--- src/rtl/src_regs.svh ---
// timing counts and field positions of the system reset controller
`ifndef SRC_REGS_SVH
`define SRC_REGS_SVH

`define SRC_CLK_PERIOD_NS 10
// least pin assertion the board must give, and the count actually accepted
`define SRC_PIN_MIN_CYCLES 4
`define SRC_PIN_QUAL_CYCLES 3
// length of the reset pulse for system and power-on sequences
`define SRC_SYS_HOLD_NS 160
`define SRC_POR_HOLD_NS 1000
`define SRC_SYS_HOLD_CYC (`SRC_SYS_HOLD_NS / `SRC_CLK_PERIOD_NS)
`define SRC_POR_HOLD_CYC (`SRC_POR_HOLD_NS / `SRC_CLK_PERIOD_NS)
// bit positions of the reset cause vector
`define SRC_CAUSE_PIN_BIT 0
`define SRC_CAUSE_STOP_BIT 1
`define SRC_CAUSE_WDT_BIT 2
`define SRC_CAUSE_BO_BIT 3
`define SRC_CAUSE_POR_BIT 4
`define SRC_CAUSE_RESET 5'h00
`define SRC_CAUSE_WIDTH 5

`endif

--- src/rtl/src_pkg.sv ---
// types shared by the system reset controller
package src_pkg;

	typedef enum logic [1:0] {
		SRC_RUN = 2'b00,
		SRC_SYS_SEQ = 2'b01,
		SRC_POR_SEQ = 2'b10
	} src_state_e;

	typedef logic [7:0] src_cnt_t;
	typedef logic [2:0] src_pin_cnt_t;

	// reset cause flags, msb first
	typedef struct packed {
		logic por;
		logic brownout;
		logic watchdog_cause_flag;
		logic stop_exit;
		logic pin;
	} src_cause_s;

	// asynchronous levels passed through the synchroniser
	typedef struct packed {
		logic por;
		logic brownout;
		logic pin_n;
	} src_async_s;

endpackage

--- src/rtl/src_reset_ctrl.sv ---
// system reset controller: source gathering, pin qualification, sequencing
`timescale 1ns/1ps
`include "src_regs.svh"

// How it works
// - pin held four cycles starts system reset
// - three synchronised low cycles already qualify
// - option one: watchdog timeout causes system reset
// - option zero: watchdog timeout only interrupts
// - watchdog reset sets the watchdog cause flag
// - pin, power-on, watchdog, stop exit, brownout reset
// - brownout recovery runs the power-on sequence
module src_reset_ctrl #(
	parameter int SYS_HOLD_CYC = `SRC_SYS_HOLD_CYC,
	parameter int POR_HOLD_CYC = `SRC_POR_HOLD_CYC
) (
	input wire logic sys_clk_i, // system clock, 100 MHz
	input wire logic nrst_i, // synchronous reset, active low
	input wire logic rst_pin_n_i, // external reset pin, asynchronous
	input wire logic por_i, // power-on detect level, asynchronous
	input wire logic brownout_detect_i, // brownout level, asynchronous
	input wire logic wdt_timeout_i, // watchdog time-out pulse
	input wire logic stop_exit_i, // stop mode exit pulse
	input wire logic watchdog_reset_select_option_i, // static option bit
	input wire logic cause_clear_i, // clears the cause flags, pulse
	output logic sys_rst_n_o, // system reset, active low
	output logic wdt_irq_o, // watchdog interrupt request, pulse
	output src_pkg::src_cause_s reset_cause_register_o // sticky reset causes
);

	src_pkg::src_async_s async_in;
	src_pkg::src_async_s sync1_q;
	src_pkg::src_async_s sync2_q;
	src_pkg::src_pin_cnt_t pin_cnt_q;
	src_pkg::src_state_e st_q;
	src_pkg::src_state_e st_d;
	src_pkg::src_cnt_t cnt_q;
	src_pkg::src_cnt_t cnt_d;
	src_pkg::src_cause_s cause_q;
	src_pkg::src_cause_s cause_set;
	logic sys_rst_n_q;
	logic wdt_irq_q;
	logic pin_s;
	logic por_s;
	logic bo_s;
	logic pin_qual;
	logic wdt_rst;
	logic por_lvl;
	logic sys_req;
	logic run;

	assign async_in = '{por: por_i, brownout: brownout_detect_i, pin_n: rst_pin_n_i};

	// two-stage synchroniser; stage one feeds nothing but stage two
	always_ff @(posedge sys_clk_i) begin
		if (!nrst_i) begin
			// idle levels: pin released high, power-on and brownout low
			sync1_q <= 3'h1;
			sync2_q <= 3'h1;
		end else begin
			sync1_q <= async_in;
			sync2_q <= sync1_q;
		end
	end

	assign pin_s = sync2_q.pin_n;
	assign por_s = sync2_q.por;
	assign bo_s = sync2_q.brownout;

	// count consecutive low cycles; a release restarts the count
	always_ff @(posedge sys_clk_i) begin
		if (!nrst_i) begin
			pin_cnt_q <= 3'h0;
		end else if (pin_s) begin
			pin_cnt_q <= 3'h0;
		end else if (pin_cnt_q < 3'(`SRC_PIN_QUAL_CYCLES)) begin
			pin_cnt_q <= pin_cnt_q + 3'h1;
		end
	end

	// three counts, not four: sampling phase can eat one edge of the pulse
	assign pin_qual = (pin_cnt_q == 3'(`SRC_PIN_QUAL_CYCLES));
	assign wdt_rst = wdt_timeout_i && watchdog_reset_select_option_i;
	assign por_lvl = por_s || bo_s;
	assign sys_req = pin_qual || wdt_rst || stop_exit_i;
	assign run = (st_q == src_pkg::SRC_RUN);

	// sequencer: power-on class wins, held pin stretches the system pulse
	always_comb begin
		st_d = st_q;
		cnt_d = cnt_q;
		case (st_q)
			src_pkg::SRC_RUN: begin
				if (sys_req) begin
					st_d = src_pkg::SRC_SYS_SEQ;
					cnt_d = 8'(SYS_HOLD_CYC - 1);
				end
			end
			src_pkg::SRC_SYS_SEQ: begin
				if (pin_qual) begin
					cnt_d = 8'(SYS_HOLD_CYC - 1);
				end else if (cnt_q == 8'h00) begin
					st_d = src_pkg::SRC_RUN;
				end else begin
					cnt_d = cnt_q - 8'h01;
				end
			end
			src_pkg::SRC_POR_SEQ: begin
				if (cnt_q == 8'h00) begin
					st_d = src_pkg::SRC_RUN;
				end else begin
					cnt_d = cnt_q - 8'h01;
				end
			end
			default: begin
				st_d = src_pkg::SRC_POR_SEQ;
				cnt_d = 8'(POR_HOLD_CYC - 1);
			end
		endcase
		// brownout keeps the counter loaded, so recovery runs a full power-on pulse
		if (por_lvl) begin
			st_d = src_pkg::SRC_POR_SEQ;
			cnt_d = 8'(POR_HOLD_CYC - 1);
		end
	end

	always_ff @(posedge sys_clk_i) begin
		if (!nrst_i) begin
			st_q <= src_pkg::SRC_POR_SEQ;
			cnt_q <= 8'(POR_HOLD_CYC - 1);
		end else begin
			st_q <= st_d;
			cnt_q <= cnt_d;
		end
	end

	always_ff @(posedge sys_clk_i) begin
		if (!nrst_i) begin
			sys_rst_n_q <= 1'b0;
		end else begin
			sys_rst_n_q <= (st_d == src_pkg::SRC_RUN);
		end
	end

	// watchdog as interrupt only while the system runs
	always_ff @(posedge sys_clk_i) begin
		if (!nrst_i) begin
			wdt_irq_q <= 1'b0;
		end else begin
			wdt_irq_q <= run && wdt_timeout_i && !watchdog_reset_select_option_i;
		end
	end

	always_comb begin
		cause_set = '0;
		cause_set.pin = run && pin_qual;
		cause_set.stop_exit = run && stop_exit_i;
		cause_set.watchdog_cause_flag = run && wdt_rst;
		cause_set.brownout = bo_s;
		cause_set.por = por_s;
	end

	// set beats a same-cycle clear so no cause is lost
	always_ff @(posedge sys_clk_i) begin
		if (!nrst_i) begin
			cause_q <= `SRC_CAUSE_RESET;
		end else if (cause_clear_i) begin
			cause_q <= cause_set;
		end else begin
			cause_q <= cause_q | cause_set;
		end
	end

	assign sys_rst_n_o = sys_rst_n_q;
	assign wdt_irq_o = wdt_irq_q;
	assign reset_cause_register_o = cause_q;

	AST_PIN_FOUR: assert property (@(posedge sys_clk_i) disable iff (!nrst_i)
		(!rst_pin_n_i) [*4] |-> ##[1:8] !sys_rst_n_o)
		else $error("four-cycle pin assertion did not reset");

	AST_PIN_THREE: assert property (@(posedge sys_clk_i) disable iff (!nrst_i)
		(!pin_s) [*3] |=> pin_qual)
		else $error("three synchronised low cycles not qualified");

	AST_WDT_RESET: assert property (@(posedge sys_clk_i) disable iff (!nrst_i)
		(run && wdt_timeout_i && watchdog_reset_select_option_i) |=> !run ##0 !sys_rst_n_o)
		else $error("watchdog timeout with option set did not reset");

	AST_WDT_IRQ: assert property (@(posedge sys_clk_i) disable iff (!nrst_i)
		(run && wdt_timeout_i && !watchdog_reset_select_option_i && !pin_qual && !stop_exit_i
			&& !por_lvl) |=> (wdt_irq_o && run && sys_rst_n_o))
		else $error("watchdog interrupt mode misbehaved");

	AST_WDT_FLAG: assert property (@(posedge sys_clk_i) disable iff (!nrst_i)
		(run && wdt_rst) |=> reset_cause_register_o.watchdog_cause_flag)
		else $error("watchdog cause flag not set");

	AST_STOP_RESET: assert property (@(posedge sys_clk_i) disable iff (!nrst_i)
		(run && stop_exit_i) |=> !sys_rst_n_o ##1 !sys_rst_n_o)
		else $error("stop exit did not hold reset");

	AST_BO_POR: assert property (@(posedge sys_clk_i) disable iff (!nrst_i)
		$fell(bo_s) && !por_s |-> (st_q == src_pkg::SRC_POR_SEQ)
			&& (cnt_q == 8'(POR_HOLD_CYC - 1)))
		else $error("brownout recovery skipped power-on sequence");

	AST_SHORT_PULSE: assert property (@(posedge sys_clk_i) disable iff (!nrst_i)
		(run && !pin_qual && !wdt_rst && !stop_exit_i && !por_lvl) |=> run && sys_rst_n_o)
		else $error("reset without qualified source");

	AST_CLEAR_SET: assert property (@(posedge sys_clk_i) disable iff (!nrst_i)
		(cause_clear_i && run && stop_exit_i) |=> reset_cause_register_o.stop_exit)
		else $error("stop exit cause lost to a same-cycle clear");

	COV_PIN: cover property (@(posedge sys_clk_i) disable iff (!nrst_i)
		run && pin_qual ##1 !sys_rst_n_o);
	COV_WDT_IRQ: cover property (@(posedge sys_clk_i) disable iff (!nrst_i) wdt_irq_o);
	COV_BO: cover property (@(posedge sys_clk_i) disable iff (!nrst_i)
		$fell(bo_s) ##1 (st_q == src_pkg::SRC_POR_SEQ));
	COV_SHORT: cover property (@(posedge sys_clk_i) disable iff (!nrst_i)
		run && (pin_cnt_q == 3'h2) ##1 pin_s);

endmodule

--- config.mk ---
export PLATFORM = sky130hd
export DESIGN_NAME = src_reset_ctrl
export DESIGN_NICKNAME = d
export VERILOG_FILES = /design/src/rtl/src_pkg.sv /design/src/rtl/src_reset_ctrl.sv
export VERILOG_INCLUDE_DIRS = /design/src /design/src/rtl
export SDC_FILE = /design/constraint.sdc
export NUM_CORES = 1
export LEC_CHECK = 0
export BUFFER_PORTS_ARGS = -buffer_cell sky130_fd_sc_hd__buf_2
export CAP_MARGIN = 20
export CORE_ASPECT_RATIO = 1.2
export CORE_MARGIN = 3
export CORE_UTILIZATION = 40
export CTS_BUF_LIST = sky130_fd_sc_hd__clkbuf_8
export DETAILED_ROUTE_END_ITERATION = 6
export PLACE_DENSITY = 0.63
export SLEW_MARGIN = 20
export SYNTH_ARGS = -nofsm -noshare
export SYNTH_HDL_FRONTEND = slang
export SYNTH_SLANG_ARGS = --single-unit
--- constraint.sdc ---
create_clock -name sys_clk_i -period 2.2 [get_ports sys_clk_i]
set_input_delay 0.44 -clock sys_clk_i [delete_from_list [all_inputs] [get_ports sys_clk_i]]
set_output_delay 0.44 -clock sys_clk_i [all_outputs]
set_load 0.02 [all_outputs]
After elaboration in Yosys (flattened, before gate mapping)
Cells that the tools add are included.

storage, ports and cells
  bits in registers = 26

operators by class
  $add $sub $neg = 2
  order comparisons = 1
  equality and inequality tests = 4
  muxes and demuxes = 10
  bitwise logic cells = 2
  reductions and logical operators = 15

operator list
  kind                                                                          count
  8-bit two-way mux                                                             3
  8-bit one-hot mux with 3 select lines                                         1
  8-bit zero test                                                               1
  2-bit two-way mux                                                             4
  8-bit by 1-bit subtractor with 8-bit output, second input constant            1
  1-bit logical AND                                                             6
  2-bit one-hot mux with 3 select lines                                         1
  5-bit two-way mux                                                             1
  5-bit bitwise OR                                                              1
  2-bit zero test                                                               2
  2-bit OR reduction                                                            2
  3-bit by 1-bit adder with 3-bit output, second input constant                 1
  3-bit by 2-bit == test with 1-bit output, second input constant               1
  1-bit logical OR                                                              3
  3-bit by 2-bit less-than comparator with 1-bit output, second input constant  1
  2-bit by 1-bit == test with 1-bit output, second input constant               1
  2-bit == test, second input constant                                          1
  2-bit != test, second input constant                                          1
  1-bit zero test                                                               1
  1-bit inverter                                                                1

Longest topological paths before layout
  depth after elaboration = 7
  mapped depth = 6

Least setup slack after synthesis
Ideal clock, no wire load.

  path kind = reg-to-reg
  from = register pin_cnt_q[0]
  to = register cnt_q[5]
  setup time = 69 ps
  arrival = 1562 ps
  required time = 2131 ps
  slack = 570 ps
  stages on the path, launching flop included = 7
  path buffers = 0
  clock period less this slack = 1630 ps
  cells stage by stage = dfxtp_1 -> ha_1 -> ha_1 -> a211o_1 -> or3_1 -> o211a_1 -> o21ai_1

between the ends
  word-level cells in the longest chain between the ends = 4
  elaborated cells between the ends (all ways) = 6
  those cells by class = eq/ne: 2; mux: 2; reduce/logical: 2

ends and longest elaborated chain
  element                                       line                   text
  start, declared                               src_reset_ctrl.sv:34   src_pkg::src_pin_cnt_t pin_cnt_q;
  start signal, assigned                        src_reset_ctrl.sv:77   pin_cnt_q <= pin_cnt_q + 3'h1;
  3-bit by 2-bit == test with 1-bit output (*)  src_reset_ctrl.sv:82   assign pin_qual = (pin_cnt_q == 3'(`SRC_PIN_QUAL_CYCLES));
  1-bit logical OR (2 in a row)                 src_reset_ctrl.sv:85   assign sys_req = pin_qual || wdt_rst || stop_exit_i;
  2-bit != test (no source line)                n/a
  end signal, assigned                          src_reset_ctrl.sv:130  cnt_q <= 8'(POR_HOLD_CYC - 1);
  end signal, assigned                          src_reset_ctrl.sv:133  cnt_q <= cnt_d;
  end, declared                                 src_reset_ctrl.sv:37   src_pkg::src_cnt_t cnt_q;

Every way passes the cells marked *; elsewhere a longest branch is shown, timed or not.
A chain may end at the register's enable or synchronous reset.

Worst setup path in the final report
  from = register pin_cnt_q[0]
  to = register cnt_q[7]

Same word-level chain as after synthesis.

==> metrics <==
DR top layer met4; clock root buffer clkbuf_8; min cycle time layout approximately 1.9 ns; Final Cycle Share around 86%; PwrDens 648 mW/mm2; Initial Util 43.6%; Crit Path Class reg2reg; CP Launch Type flip-flop; CP max FO 5; cts hold-fix bufs 0; diode count 0; DR DRC count 0; Layout area overhead 13.2%; CTS Buf Count 3; Mean Syn Cell Area 8.89 um2; Initial DRC Count 24; #FFs+latches synth 26; RSZ-0062 raised after global routing false; fraction of registers with async set/reset 0%; post-cts repair resize count 0; CTS Buffer Depth 2; Slew headroom between 50% and 60%; leakage about 0.54 nW; CP max-delay cell nor3_1; Routed met2 length 1060 um; CTS H-tree lvls 1; initial antenna violation count 0; post-DP HPWL ~1600 um; Placer Congestion 0.884; final hold slack 0.351 ns; Hold WC Path Type in2reg; chip width 55.1 um; Arr. time, crit path 2.08 ns; Die Area 0.00357 mm2; drt pass-1 iters 4; r2r startpoint pin_cnt_q[0]; post-synthesis cell type count 32; Reg2Reg Depth 6; ys flop type dfxtp_1; number of fill cells in the layout 259; r2r setup slk 0.31 ns; core area 0.00265 mm2; Hold Crit Endpoint sync1_q[0]; Req. time, crit path around 2.4 ns; CP max stage delay 0.46 ns; number of port buffers 15; Via Count 978; Slew Viols, Final 0; Worst Max-Slew Pin Slew roughly 0.65 ns; final setup vio count 0; Mapped Area 0.00116 mm2; Hold Startpoint rst_pin_n_i; RR Endpoint cnt_q[7]; Net count, final 159; GRT overflow 0; synthesized instance count 130; Max Clk Rate approximately 530 MHz; Syn. warnings 0; top cell family by delay on the critical path simple AND/OR/NAND/NOR gates; largest net degree at the start of global routing 17; I/O pin cnt 16; Hold Vio Cnt, Final 0; critical path, cell by cell ha_1, ha_1, a211o_1, nor3_1, nand2_1, a31oi_1; critical path's most frequent cell ha_1; Post-CTS Setup Bufs 0; fin util 49.3%; first-pass GRT wire length 4110 um; clk_lat worst skew approximately 0.26 ns; clock skew 0.00149 ns; CP endpoint kind flip-flop; sequential area share after synthesis a little under half; Met3 Routed Length roughly 130 um; run status completed; post-synth net total 142; layout cells sized above 1 15.1%; Hold Crit Depth 2; Total GRT Usage 15.5%; TritonCTS clock tree done; Sum Neg Setup Slack 0 ns; Worst-path clk slew 0.08 ns; met1 WL 956 um; Peak VDD IR between 0.4 and 0.5 mV; Routed Antenna Nets 0; Die Span Y around 65 um; count of clock tree sinks 26; DR vias/cell 5.46; Buf/Inv on CP 0; final wirelength 2200 um; max-cap viol count 0; wire per inst approximately 12 um; number of synthesized flops with an enable pin 0; num rows 20; vias in the first global route a little over 900
-- worst register-to-register path, delay by kind of cell (launching register included) --
kind | cells | cell delay, ns
AND/OR/NAND/NOR | 2 | 0.57
AO/OA/AOI/OAI | 2 | 0.46
adder cells (fa/ha/maj) | 2 | 0.45
flip-flops | 1 | 0.35
-- Yosys cell counts, types with 2 or more instances --
master | n | share of area [%]
a32oi_1 | 2 | 1.5
inv_1 | 5 | 1.6
nand2b_1 | 4 | 2.2
a2bb2oi_1 | 2 | 1.5
dfxtp_1 | 26 | 45
nand2_1 | 10 | 3.2
a21oi_1 | 12 | 5.2
nand3_1 | 5 | 2.2
nor2b_1 | 7 | 3.8
clkbuf_1 | 2 | 0.65
o21a_1 | 3 | 1.9
o21ai_0 | 5 | 2.2
a22oi_1 | 2 | 1.3
and2_1 | 5 | 2.7
ha_1 | 3 | 3.2
or3_1 | 3 | 1.6
o21ai_1 | 2 | 0.87
nor3_1 | 9 | 3.9
nor2_1 | 10 | 3.2
-- sequential cells by signal, summed over array words and instances (netlist names) --
name and flops:
sync1_q 3, reset_cause_register_o 5, bo_s 1, wdt_irq_o 1
pin_s 1, pin_cnt_q 3, st_q 2, cnt_q 8
sys_rst_n_o 1, por_s 1
-- layout by cell type, fill, tap and decap left out --
| cell type | netlist | layout |
|---|---|---|
| nor2_1 | 10 | 10 |
| o211a_1 | 1 | 1 |
| nand2_1 | 10 | 10 |
| a2bb2oi_1 | 2 | 2 |
| clkbuf_8 | 0 | 4 |
| o21ai_1 | 2 | 2 |
| nand3_1 | 5 | 5 |
| buf_2 | 0 | 15 |
| inv_1 | 5 | 5 |
| nor3b_4 | 1 | 1 |
| nor3_1 | 9 | 9 |
| a21oi_1 | 12 | 12 |
| a32oi_1 | 2 | 2 |
| a211o_1 | 1 | 1 |
| nor4b_4 | 1 | 1 |
| o21ai_0 | 5 | 5 |
| a31oi_1 | 1 | 1 |
| and4b_1 | 1 | 1 |
| nand2b_1 | 4 | 4 |
| nor2b_1 | 7 | 7 |
| o31ai_1 | 1 | 1 |
| and2b_1 | 1 | 1 |
| dfxtp_1 | 26 | 26 |
| ha_1 | 3 | 3 |
| or3_1 | 3 | 3 |
| o21a_1 | 3 | 3 |
| a22oi_1 | 2 | 2 |
| nor3b_1 | 1 | 1 |
| o2bb2ai_2 | 1 | 1 |
| o211ai_1 | 1 | 1 |
| and3_1 | 1 | 1 |
| and2_1 | 5 | 5 |
-- how the worst max path moves through the flow --
stage	startpoint	endpoint	slack, ns	depth (start not counted)
2_1_floorplan	pin_cnt_q[0]	cnt_q[5]	0.57	6
3_3_place_gp	pin_cnt_q[0]	cnt_q[6]	0.39	6
3_5_place_dp	pin_cnt_q[0]	cnt_q[6]	0.33	6
4_1_cts	pin_cnt_q[0]	cnt_q[6]	0.31	6
5_1_grt	pin_cnt_q[0]	cnt_q[7]	0.08	6
6_report	pin_cnt_q[0]	cnt_q[7]	0.31	6
-- cell type report --
cell class / count / area, um2 / area share, %
Clock buffer: 4 / 55.1 / 4.21
Inverter: 5 / 18.8 / 1.43
Multi-Input combinational cell: 96 / 598 / 45.7
Sequential cell: 26 / 520 / 39.8
Tap cell: 33 / 41.3 / 3.15
Timing Repair Buffer: 15 / 75.1 / 5.74
-- per-stage QoR --
step | power (mW) | cells | setup slack (ns) | cell area (um2)
floorplan | 0.537 | 130 | 0.570 | 1160
global placement | 0.555 | 175 | 0.391 | 1250
detailed placement | 0.557 | 175 | 0.326 | 1250
CTS | 0.856 | 179 | 0.306 | 1310
global route | 0.886 | 179 | 0.0753 | 1310
finish | 0.848 | 179 | 0.312 | 1310
-- cells by family (layout without fill, tap and decap cells) --
logic type                 Yosys count  count (layout)  synth area share, %
AOI/OAI and AO/OA                   34              34                 19.3
buffers and inverters                8              24                 3.25
adders and majority gates            3               3                 3.25
and+or+nand+nor                     59              59                 29.2
DFF                                 26              26                 45.0
-- layer usage --
layer  GRT usage, %  up-vias
li1               -      495
met1           19.6      447
met2           24.1       31
met3           2.76        5
met4           8.51        0
met5              0        -
-- power by group --
group,total [mW],switching (mW),internal [mW]
logic,0.0526,0.0286,0.0240
clock network,0.302,0.143,0.160
registers,0.493,0.0104,0.483
Note: power is estimated with default switching activity, not from simulation.
